===== src/panel_cfg_pkg.sv =====
// panel configuration command decoder: shared constants and types
// assumes an apb master with 32-bit data and one word per register
package panel_cfg_pkg;

    // --------------------------------------------------------------
    // register map (byte addresses)
    // --------------------------------------------------------------
    localparam logic [7:0] OFF_CMD = 8'h00;      // write: command or parameter byte
    localparam logic [7:0] OFF_CFG0 = 8'h04;     // read: start line, mux, offset
    localparam logic [7:0] OFF_CFG1 = 8'h08;     // read: flags, clock, pre-charge
    localparam logic [7:0] OFF_STAT = 8'h0C;     // read: decoder state

    // --------------------------------------------------------------
    // opcodes
    // --------------------------------------------------------------
    localparam logic [7:0] OP_START_LO = 8'h40;  // start line range low end
    localparam logic [7:0] OP_START_HI = 8'h7F;  // start line range high end
    localparam logic [7:0] OP_SEG_NORM = 8'hA0;  // segment map normal
    localparam logic [7:0] OP_SEG_REV = 8'hA1;   // segment map reversed
    localparam logic [7:0] OP_MUX = 8'hA8;       // multiplex ratio
    localparam logic [7:0] OP_SCAN_UP = 8'hC0;   // common scan upward
    localparam logic [7:0] OP_SCAN_DN = 8'hC8;   // common scan downward
    localparam logic [7:0] OP_OFFSET = 8'hD3;    // vertical offset
    localparam logic [7:0] OP_COMPINS = 8'hDA;   // common pin layout
    localparam logic [7:0] OP_CLKDIV = 8'hD5;    // divider and oscillator trim
    localparam logic [7:0] OP_PRECHG = 8'hD9;    // pre-charge phases

    // --------------------------------------------------------------
    // field positions and limits
    // --------------------------------------------------------------
    localparam int ALT_BIT = 4;                  // layout select in pin parameter
    localparam int SWAP_BIT = 5;                 // left/right swap in pin parameter
    localparam logic [5:0] MUX_MIN_VALID = 6'h0F; // lowest accepted mux field

    // --------------------------------------------------------------
    // reset values
    // --------------------------------------------------------------
    localparam logic [5:0] RST_START = 6'h00;
    localparam logic [5:0] RST_MUX = 6'h3F;
    localparam logic [5:0] RST_OFFSET = 6'h00;
    localparam logic [3:0] RST_DIV = 4'h0;
    localparam logic [3:0] RST_OSC = 4'h8;
    localparam logic [3:0] RST_PH1 = 4'h2;
    localparam logic [3:0] RST_PH2 = 4'h2;
    localparam logic RST_SEG_REV = 1'b0;         // column 0 on the first segment
    localparam logic RST_SCAN_DN = 1'b0;         // common scan upward
    localparam logic RST_COM_ALT = 1'b1;         // alternative pin layout
    localparam logic RST_COM_SWAP = 1'b0;        // no left/right swap

    // decoder states, one-hot
    typedef enum logic [1:0] {
        ST_OPCODE = 2'b01,
        ST_PARAM = 2'b10
    } dec_state_t;

    // decoded panel settings
    typedef struct packed {
        logic [5:0] start_line;
        logic seg_reverse;
        logic [5:0] mux_field;
        logic scan_down;
        logic [5:0] vert_offset;
        logic com_alt;
        logic com_swap;
        logic [3:0] clk_div;
        logic [3:0] osc_trim;
        logic [3:0] phase1;
        logic [3:0] phase2;
    } panel_cfg_t;

endpackage : panel_cfg_pkg


===== src/panel_cfg_cmds.sv =====
// panel configuration and timing command decoder with apb slave
// assumes command bytes arrive by writes to the command register
`timescale 1ns/100ps

module panel_cfg_cmds (
    input wire logic pclk,
    input wire logic presetn,
    input wire logic psel,
    input wire logic penable,
    input wire logic pwrite,
    input wire logic [7:0] paddr,
    input wire logic [31:0] pwdata,
    output logic [31:0] prdata,
    output logic pready,
    output logic pslverr,
    output panel_cfg_pkg::panel_cfg_t cfg,
    output logic clk_div_en
);

    // ----------------------------------------------------------
    // bus decode
    // ----------------------------------------------------------
    wire logic access = psel && penable;             // access phase, always ready
    wire logic wr_cmd = access && pwrite && (paddr == panel_cfg_pkg::OFF_CMD);
    wire logic hit_cmd = paddr == panel_cfg_pkg::OFF_CMD;
    wire logic hit_cfg0 = paddr == panel_cfg_pkg::OFF_CFG0;
    wire logic hit_cfg1 = paddr == panel_cfg_pkg::OFF_CFG1;
    wire logic hit_stat = paddr == panel_cfg_pkg::OFF_STAT;
    wire logic mapped = hit_cmd || hit_cfg0 || hit_cfg1 || hit_stat;
    wire logic [7:0] byte_in = pwdata[7:0];         // command or parameter byte

    panel_cfg_pkg::dec_state_t state;                // opcode or parameter phase
    logic [7:0] pending_op;                          // opcode awaiting its parameter
    logic [3:0] div_count;                           // display clock divider

    // true for opcodes that take one parameter byte
    function automatic logic takes_param(input logic [7:0] op);
        takes_param = (op == panel_cfg_pkg::OP_MUX) || (op == panel_cfg_pkg::OP_OFFSET)
            || (op == panel_cfg_pkg::OP_COMPINS) || (op == panel_cfg_pkg::OP_CLKDIV)
            || (op == panel_cfg_pkg::OP_PRECHG);
    endfunction : takes_param

    wire logic in_param = state == panel_cfg_pkg::ST_PARAM;
    wire logic op_wr = wr_cmd && !in_param;          // opcode byte written
    wire logic par_wr = wr_cmd && in_param;          // parameter byte written
    wire logic is_start = byte_in >= panel_cfg_pkg::OP_START_LO
        && byte_in <= panel_cfg_pkg::OP_START_HI;
    wire logic mux_ok = byte_in[5:0] >= panel_cfg_pkg::MUX_MIN_VALID;
    wire logic ph1_ok = byte_in[3:0] != 4'h0;
    wire logic ph2_ok = byte_in[7:4] != 4'h0;

    // ----------------------------------------------------------
    // command state machine
    // ----------------------------------------------------------
    // byte after a parameter opcode is its parameter
    always_ff @(posedge pclk or negedge presetn) begin
        if (!presetn) begin
            state <= panel_cfg_pkg::ST_OPCODE;
            pending_op <= 8'h00;
        end else begin
            case (state)
                panel_cfg_pkg::ST_OPCODE: begin
                    if (op_wr && takes_param(byte_in)) begin
                        state <= panel_cfg_pkg::ST_PARAM;
                        pending_op <= byte_in;
                    end
                end
                panel_cfg_pkg::ST_PARAM: begin
                    if (par_wr) begin
                        state <= panel_cfg_pkg::ST_OPCODE;
                    end
                end
                default: begin
                    state <= panel_cfg_pkg::ST_OPCODE;
                end
            endcase
        end
    end

    // ----------------------------------------------------------
    // single-byte commands
    // ----------------------------------------------------------
    always_ff @(posedge pclk or negedge presetn) begin
        if (!presetn) begin
            cfg.start_line <= panel_cfg_pkg::RST_START;
            cfg.seg_reverse <= panel_cfg_pkg::RST_SEG_REV;
            cfg.scan_down <= panel_cfg_pkg::RST_SCAN_DN;
        end else if (op_wr) begin
            if (is_start) begin
                cfg.start_line <= byte_in[5:0];
            end
            if (byte_in == panel_cfg_pkg::OP_SEG_NORM) begin
                cfg.seg_reverse <= 1'b0;
            end
            if (byte_in == panel_cfg_pkg::OP_SEG_REV) begin
                cfg.seg_reverse <= 1'b1;
            end
            if (byte_in == panel_cfg_pkg::OP_SCAN_UP) begin
                cfg.scan_down <= 1'b0;
            end
            if (byte_in == panel_cfg_pkg::OP_SCAN_DN) begin
                cfg.scan_down <= 1'b1;
            end
        end
    end

    // ----------------------------------------------------------
    // parameter commands
    // ----------------------------------------------------------
    always_ff @(posedge pclk or negedge presetn) begin
        if (!presetn) begin
            cfg.mux_field <= panel_cfg_pkg::RST_MUX;
            cfg.vert_offset <= panel_cfg_pkg::RST_OFFSET;
            cfg.com_alt <= panel_cfg_pkg::RST_COM_ALT;
            cfg.com_swap <= panel_cfg_pkg::RST_COM_SWAP;
            cfg.clk_div <= panel_cfg_pkg::RST_DIV;
            cfg.osc_trim <= panel_cfg_pkg::RST_OSC;
            cfg.phase1 <= panel_cfg_pkg::RST_PH1;
            cfg.phase2 <= panel_cfg_pkg::RST_PH2;
        end else if (par_wr) begin
            case (pending_op)
                panel_cfg_pkg::OP_MUX: begin
                    if (mux_ok) begin
                        cfg.mux_field <= byte_in[5:0];
                    end
                end
                panel_cfg_pkg::OP_OFFSET: begin
                    cfg.vert_offset <= byte_in[5:0];
                end
                panel_cfg_pkg::OP_COMPINS: begin
                    cfg.com_alt <= byte_in[panel_cfg_pkg::ALT_BIT];
                    cfg.com_swap <= byte_in[panel_cfg_pkg::SWAP_BIT];
                end
                panel_cfg_pkg::OP_CLKDIV: begin
                    cfg.clk_div <= byte_in[3:0];
                    cfg.osc_trim <= byte_in[7:4];
                end
                panel_cfg_pkg::OP_PRECHG: begin
                    if (ph1_ok) begin
                        cfg.phase1 <= byte_in[3:0];
                    end
                    if (ph2_ok) begin
                        cfg.phase2 <= byte_in[7:4];
                    end
                end
                default: begin
                end
            endcase
        end
    end

    // ----------------------------------------------------------
    // display clock divider: enable pulse every clk_div+1 cycles
    // ----------------------------------------------------------
    always_ff @(posedge pclk or negedge presetn) begin
        if (!presetn) begin
            div_count <= 4'h0;
            clk_div_en <= 1'b0;
        end else if (div_count >= cfg.clk_div) begin
            div_count <= 4'h0;
            clk_div_en <= 1'b1;
        end else begin
            div_count <= div_count + 4'h1;
            clk_div_en <= 1'b0;
        end
    end

    // ----------------------------------------------------------
    // apb read data and response, registered at setup
    // ----------------------------------------------------------
    wire logic [31:0] next_prdata = hit_cfg0 ? {14'h0000, cfg.vert_offset, cfg.mux_field,
        cfg.start_line} : hit_cfg1 ? {12'h000, cfg.phase2, cfg.phase1, cfg.osc_trim,
        cfg.clk_div, cfg.com_swap, cfg.com_alt, cfg.scan_down, cfg.seg_reverse} :
        hit_stat ? {16'h0000, pending_op, 6'h00, state} : 32'h0000_0000;
    wire logic rd_setup = psel && !penable && !pwrite;  // read setup cycle

    always_ff @(posedge pclk or negedge presetn) begin
        if (!presetn) begin
            prdata <= 32'h0000_0000;
            pready <= 1'b0;
            pslverr <= 1'b0;
        end else begin
            // captured at setup so the word stands through the access cycle
            prdata <= rd_setup ? next_prdata : prdata;
            pready <= psel && !penable;                       // one wait-free access
            pslverr <= psel && !penable && !mapped;
        end
    end

    // ----------------------------------------------------------
    // assertions
    // ----------------------------------------------------------
    property p_start;
        @(posedge pclk) disable iff (!presetn) (op_wr && is_start)
            |=> cfg.start_line == $past(byte_in[5:0]);
    endproperty
    a_start: assert property (p_start) else $error("start line not loaded");

    property p_seg;
        @(posedge pclk) disable iff (!presetn) (op_wr && byte_in == 8'hA1) |=> cfg.seg_reverse;
    endproperty
    a_seg: assert property (p_seg) else $error("segment reverse not set");

    property p_mux;
        @(posedge pclk) disable iff (!presetn) (par_wr && pending_op == 8'hA8 && mux_ok)
            |=> cfg.mux_field == $past(byte_in[5:0]);
    endproperty
    a_mux: assert property (p_mux) else $error("mux not loaded");

    property p_mux_bad;
        @(posedge pclk) disable iff (!presetn)
            (par_wr && pending_op == panel_cfg_pkg::OP_MUX && !mux_ok)
            |=> $stable(cfg.mux_field);
    endproperty
    a_mux_bad: assert property (p_mux_bad) else $error("invalid mux accepted");

    property p_scan;
        @(posedge pclk) disable iff (!presetn) (op_wr && byte_in == 8'hC8) |=> cfg.scan_down;
    endproperty
    a_scan: assert property (p_scan) else $error("scan direction not set");

    property p_offset;
        @(posedge pclk) disable iff (!presetn) (par_wr && pending_op == 8'hD3)
            |=> cfg.vert_offset == $past(byte_in[5:0]);
    endproperty
    a_offset: assert property (p_offset) else $error("offset not loaded");

    property p_pins;
        @(posedge pclk) disable iff (!presetn) (par_wr && pending_op == 8'hDA)
            |=> cfg.com_alt == $past(byte_in[4]) && cfg.com_swap == $past(byte_in[5]);
    endproperty
    a_pins: assert property (p_pins) else $error("pin layout not loaded");

    property p_clk;
        @(posedge pclk) disable iff (!presetn) (par_wr && pending_op == 8'hD5)
            |=> {cfg.osc_trim, cfg.clk_div} == $past(byte_in);
    endproperty
    a_clk: assert property (p_clk) else $error("clock byte not loaded");

    property p_ph;
        @(posedge pclk) disable iff (!presetn) cfg.phase1 != 4'h0 && cfg.phase2 != 4'h0;
    endproperty
    a_ph: assert property (p_ph) else $error("zero pre-charge phase");

    property p_seg_norm;
        @(posedge pclk) disable iff (!presetn)
            (op_wr && byte_in == panel_cfg_pkg::OP_SEG_NORM) |=> !cfg.seg_reverse;
    endproperty
    a_seg_norm: assert property (p_seg_norm) else $error("segment map not normal");

    property p_scan_up;
        @(posedge pclk) disable iff (!presetn)
            (op_wr && byte_in == panel_cfg_pkg::OP_SCAN_UP) |=> !cfg.scan_down;
    endproperty
    a_scan_up: assert property (p_scan_up) else $error("scan not upward");

    property p_swap;
        @(posedge pclk) disable iff (!presetn) (par_wr && pending_op == panel_cfg_pkg::OP_COMPINS)
            |=> cfg.com_swap == $past(byte_in[panel_cfg_pkg::SWAP_BIT]);
    endproperty
    a_swap: assert property (p_swap) else $error("swap bit not loaded");

    // a pulse never lasts two cycles once the divide ratio is above one
    property p_div;
        @(posedge pclk) disable iff (!presetn) (clk_div_en && cfg.clk_div != 4'h0) |=> !clk_div_en;
    endproperty
    a_div: assert property (p_div) else $error("divider pulse too long");

    property p_ph1;
        @(posedge pclk) disable iff (!presetn)
            (par_wr && pending_op == panel_cfg_pkg::OP_PRECHG && ph1_ok)
            |=> cfg.phase1 == $past(byte_in[3:0]);
    endproperty
    a_ph1: assert property (p_ph1) else $error("phase 1 not loaded");

    property p_ph2_keep;
        @(posedge pclk) disable iff (!presetn)
            (par_wr && pending_op == panel_cfg_pkg::OP_PRECHG && !ph2_ok) |=> $stable(cfg.phase2);
    endproperty
    a_ph2_keep: assert property (p_ph2_keep) else $error("zero phase 2 accepted");

    property p_param;
        @(posedge pclk) disable iff (!presetn)
            (op_wr && takes_param(byte_in)) |=> in_param && pending_op == $past(byte_in);
    endproperty
    a_param: assert property (p_param) else $error("parameter wait not entered");

    // a parameter byte never acts as a single-byte command
    property p_par_only;
        @(posedge pclk) disable iff (!presetn) par_wr |=> $stable(cfg.start_line)
            && $stable(cfg.seg_reverse) && $stable(cfg.scan_down);
    endproperty
    a_par_only: assert property (p_par_only) else $error("parameter taken as opcode");

    c_scan_dn: cover property (@(posedge pclk) op_wr && byte_in == panel_cfg_pkg::OP_SCAN_DN);

    c_mux: cover property (@(posedge pclk) par_wr && pending_op == 8'hA8);
    c_pre: cover property (@(posedge pclk) par_wr && pending_op == 8'hD9);
    c_start: cover property (@(posedge pclk) op_wr && is_start);

endmodule : panel_cfg_cmds


===== config.mk =====
export PLATFORM = sky130hd
export DESIGN_NAME = panel_cfg_cmds
export DESIGN_NICKNAME = d
export VERILOG_FILES = /design/src/panel_cfg_pkg.sv /design/src/panel_cfg_cmds.sv
export SDC_FILE = /design/constraint.sdc
export NUM_CORES = 1
export LEC_CHECK = 0
export BUFFER_PORTS_ARGS = -buffer_cell sky130_fd_sc_hd__buf_2
export CORE_MARGIN = 2
export CORE_UTILIZATION = 45
export CTS_BUF_LIST = sky130_fd_sc_hd__clkbuf_8
export DETAILED_ROUTE_END_ITERATION = 6
export GPL_TIMING_DRIVEN = 0
export PLACE_DENSITY = 0.8
export SLEW_MARGIN = 30
export SYNTH_ARGS = -nofsm -noshare
export SYNTH_HDL_FRONTEND = slang
export SYNTH_SLANG_ARGS = --single-unit

===== constraint.sdc =====
create_clock -name pclk -period 3.5 [get_ports pclk]
set_clock_uncertainty 0.15 [all_clocks]
set_input_delay 0.7 -clock pclk [delete_from_list [all_inputs] [get_ports pclk]]
set_output_delay 0.7 -clock pclk [all_outputs]
set_load 0.02 [all_outputs]

# Word level (Yosys, flattened, before mapping)
# Index checks and enable logic that the tools add are counted.
# classes
bitwise_logic	0
n_lt_le_gt_ge	4
div	0
muxes	12
shift	0
n_reduce_logical	37
eq_ne	21
addsub	1
mul	0
# ops
operator	n
== test 8 bit, second input constant	14
two-way mux 20 bit	2
== test 8 x 4 -> 1 bit, second input constant	2
two-way mux 16 bit	1
AND reduction 2 bit	8
logical AND 1 bit	10
AND reduction 3 bit	3
== test 8 x 3 -> 1 bit, second input constant	1
greater-or-equal comparator 8 x 7 -> 1 bit, second input constant	1
less-or-equal comparator 8 x 7 -> 1 bit, second input constant	1
zero test 8 bit	1
nonzero test 4 bit	2
logical OR 1 bit	7
greater-or-equal comparator 6 x 4 -> 1 bit, second input constant	1
two-way mux 1 bit	5
adder 4 x 1 -> 4 bit, second input constant	1
greater-or-equal comparator 4 bit	1
zero test 1 bit	4
two-way mux 2 bit	2
two-way mux 4 bit	1
one-hot mux 2 bit (2 select lines)	1
nonzero test 2 bit	2
== test 2 x 1 -> 1 bit, second input constant	1
== test 2 bit, second input constant	1
other kinds (2)	2
# word_totals
wordCells	93
ramBits	0
reg_bits	87
rom_bits	0
n_memories	0
latchBits	0
input_bits	45
output_inout_bits	73

# Logic depth before layout (Yosys ltp)
# depth
ltp_word	8
ltp_mapped	7

# Least setup slack after synthesis
# Ideal clock, no wire load.
# synth_timing
path_kind	input port to flip-flop
start	input paddr[1]
end	register cfg[10] in the netlist's numbering
path_buffers	1
t_required_ns	3.225
setup_ns	0.125
arrival_time_ns	2.313
setup_slack_ns	0.913
path_stages	6
cell_sequence	nor4_4 > nand4_2 > buf_6 > or2_4 > nor3_4 > mux2_2
# synth_via
elab_chain_len	4
# synth_rtl
element	line	source
start: declaration	panel_cfg_cmds.sv:11	input wire logic [7:0] paddr,
zero test 8 bit	panel_cfg_cmds.sv:24	wire logic wr_cmd = access && pwrite && (paddr == panel_cfg_pkg::OFF_CMD);
logical AND 1 bit	panel_cfg_cmds.sv:24	
logical AND 1 bit	panel_cfg_cmds.sv:45	wire logic par_wr = wr_cmd && in_param;
AND reduction 2 bit (no line)	n/a	
end: declaration	panel_cfg_cmds.sv:16	output panel_cfg_pkg::panel_cfg_t cfg,
# Every way passes these cells.
# A chain may end at the register's enable or synchronous reset.

# Worst setup path in the final report
# layout_timing
start	input paddr[1]
end	register cfg[12] in the netlist's numbering
# Same word-level chain as after synthesis.

==> results.py <==
metrics = {
    "cts": {
        "ctsHoldBuffers": 0,
        "clk_latency_ps": 350,
        "cts.sinks": 75,
        "cts_tree": "done",
        "clockBufferDepth": 2,
        "cts_max_level": 3,
        "cts_resized": 0,
        "numCtsBuffers": 9,
        "cts-root-buf": "clkbuf_8",
        "clkTransAtPathRegs_ps": 80,
        "post_cts_buffers": 0,
    },
    "synth": {
        "synthDistinctLibCells": 50,
        "synth-compound-area-share": 0.116,
        "synth_top_cell_area_share": 0.444,
        "ys_seq_area_frac": 0.524,
        "muxShareOfSynthArea": 0.136,
        "synth_top_family_by_area": "multiplexers",
        "yosys_most_used_dff": "dfrtp_1",
        "ys_ff_latch": 75,
        "synth-xor-area-share": 0.00728,
        "synthCells": 314,
        "ys_async_sr_fraction": 1.00,
        "synth.largest_area_cell": "dfrtp_1",
        "yosysWarnings": 0,
        "yosys-top-cells-area": "dfrtp_1, mux2_2, dfstp_2",
        "synthAdderAreaFrac": 0.0173,
        "synthesis.area_sq_um": 3610,
        "syn_avg_cell_area_sq_um": 11.5,
        "synth_edf_count": 0,
        "synth-simple-area-share": 0.124,
    },
    "die": {
        "die_h_microns": 93.5,
        "initial_utilization": 0.467,
        "die_area_sq_um": 8750,
        "fp.dieW_microns": 93.5,
        "num_rows": 32,
        "ios": 118,
        "coreArea_sq_um": 7730,
    },
    "finish": {
        "fillCellCount": 683,
        "stdcell_count": 523,
        "fin_nets": 466,
        "areaGrowthSynthToFinish_pct": 21.7,
        "drive_gt1_frac": 0.418,
        "diodes": 0,
    },
    "pwr": {
        "leakagePower_uw": 0.00233,
        "ir_drop_v": 0.000308,
        "power_uw": 1790,
        "powerDensity_nw_per_um2": 407,
    },
    "timing": {
        "fin_ws_ps": 884,
        "fmax_mhz": 382,
        "worstMarginPinSlew_ps": 624,
        "fin_hold_ws_ps": 145,
        "drv_slew": 0,
        "relSlewSlack": 0.582,
        "finalSetupViolations": 0,
        "final-hold-violation-count": 0,
        "rsz0062_at_grt": "false",
        "period_minus_slack_ps": 2620,
        "fin_crit_sh": 0.747,
        "final.setup.tns_ps": 0,
    },
    "placement": {
        "placedCellCount": 507,
        "portBuffers": 79,
        "gp_congestion": 0.872,
        "dp_hpwl_mm": 6.57,
        "dp_slack_ps": 522,
    },
    "setup_path": {
        "crit_arrival_ps": 2700,
        "required_ps": 3590,
        "start_kind": "input pin",
        "endpoint_kind": "flip-flop",
        "path_class": "input pin to flip-flop",
        "cp_max_fo": 10,
    },
    "global_routing": {
        "grt_antenna_before_repair": 0,
        "grt_pass1_vias": 2821,
        "grt_pass1_wl_mm": 14.3,
        "globalRouteTotalUtil": 0.214,
        "grt_max_degree": 43,
        "grt_overflow_total": 0,
    },
    "run": {
        "maxCapViolations": 0,
    },
    "detailed_routing": {
        "drc_errors": 0,
        "viasPerCell": 5.29,
        "drt_iter0_drc": 210,
        "firstDrtPassIters": 4,
        "antenna_left": 0,
        "dr_total_vias": 2765,
        "routed_wl_mm": 8.82,
        "routedWlPerCell_microns": 16.9,
    },
    "hold_path": {
        "hold_path.class": "input pin to asynchronous set/reset pin",
    },
    "status": {
        "status": "completed",
    },
}
[worst paths after layout]
check | depth (start not counted) | startpoint | slack (ps) | to
max in group asynchronous | 2 | presetn | 2420 | cfg[27]$_DFFE_PN1P_
worst max register to register | 7 | pending_op[2]$_DFFE_PN0P_ | 1110 | cfg[7]$_DFFE_PN0P_
worst min-delay path | 1 | presetn | 140 | cfg[15]$_DFFE_PN0P_
worst max-delay path | 7 | paddr[1] | 880 | cfg[12]$_DFFE_PN0P_
worst min register to register | 2 | prdata[14]$_DFFE_PN0P_ | 320 | prdata[14]$_DFFE_PN0P_
min in group pclk | 2 | prdata[14]$_DFFE_PN0P_ | 320 | prdata[14]$_DFFE_PN0P_
[cells in the mapped netlist, types with 4 or more instances]
cell type  instances
a222oi_1           8
a22oi_1           10
buf_4             13
clkbuf_1          15
dfrtp_1           64
dfstp_2           11
ha_1               5
inv_1             23
mux2_2            41
nand2_1           12
nand2b_1           4
nand4_1            4
nor2_1             8
nor2b_1            5
nor3_1            11
o21ai_0           26
[routing by layer]
metal,global-route usage,share of wire,up-vias
met5,0,0,-
met4,0.0906,0.017,0
met3,0.0387,0.071,13
met2,0.326,0.47,98
met1,0.302,0.44,1355
li1,-,-,1299
[layout by cell type, fill, tap and decap left out, types with 3 or more instances in the layout]
| master | n |
|---|---|
| buf_2 | 80 |
| nand3b_1 | 3 |
| buf_4 | 14 |
| nand2b_1 | 4 |
| mux2i_1 | 3 |
| a21o_1 | 3 |
| conb_1 | 12 |
| a22oi_1 | 10 |
| a222oi_1 | 8 |
| clkinv_2 | 5 |
| clkbuf_1 | 15 |
| nor3_1 | 11 |
| nand2_1 | 12 |
| nor2b_1 | 5 |
| dfstp_2 | 11 |
| mux2_2 | 41 |
| clkbuf_8 | 10 |
| ha_1 | 5 |
| nor2_1 | 8 |
| dfrtp_1 | 64 |
| nand3_1 | 3 |
| o21ai_0 | 26 |
| nand4_1 | 4 |
| inv_1 | 23 |
[logic make-up (layout without fill, tap and decap cells)]
logic type / after synthesis / in the layout
flip-flops: 75 / 75
XOR/XNOR: 3 / 3
other: 1 / 12
buffers and inverters: 55 / 151
AO/OA/AOI/OAI: 61 / 61
multiplexers: 44 / 44
AND/OR/NAND/NOR: 70 / 70
adder cells (fa/ha/maj): 5 / 5
[where the power goes]
group	switching [uW]	internal [uW]
sequential	23.6	897
combinational	123	83.0
clock	318	342
total	464	1320
[cell type report]
cell class	count	area (sq um)	share of cell area
buffer	32	179	0.0407
inverter	23	86.3	0.0197
multi-input combinational	195	1500	0.341
clock inverter	6	55.1	0.0125
clock buffer	10	138	0.0313
sequential	75	1890	0.430
timing repair buffer	80	418	0.0952
tap	102	128	0.0291
[per-stage QoR]
| stage | util | cell area [sq um] |
|---|---|---|
| after global routing | 0.568 | 4390 |
| after global placement | 0.540 | 4170 |
| after detailed placement | 0.543 | 4200 |
| after CTS | 0.568 | 4390 |
| final | 0.568 | 4390 |
| after floorplan | - | 3650 |
[critical path, stage by stage]
cell and delay (ps):
buf_2 110, nor4_4 360, nand4_2 220, buf_6 200
or2_4 280, nor3_4 440, mux2_2 400
[registers in the layout (all words and copies together), names as in the netlist]
name	cells
div_count	4
pending_op	8
state	2
pready	1
prdata	20
cfg	38
clk_div_en	1
pslverr	1
Note: power is estimated with default switching activity, not from simulation.
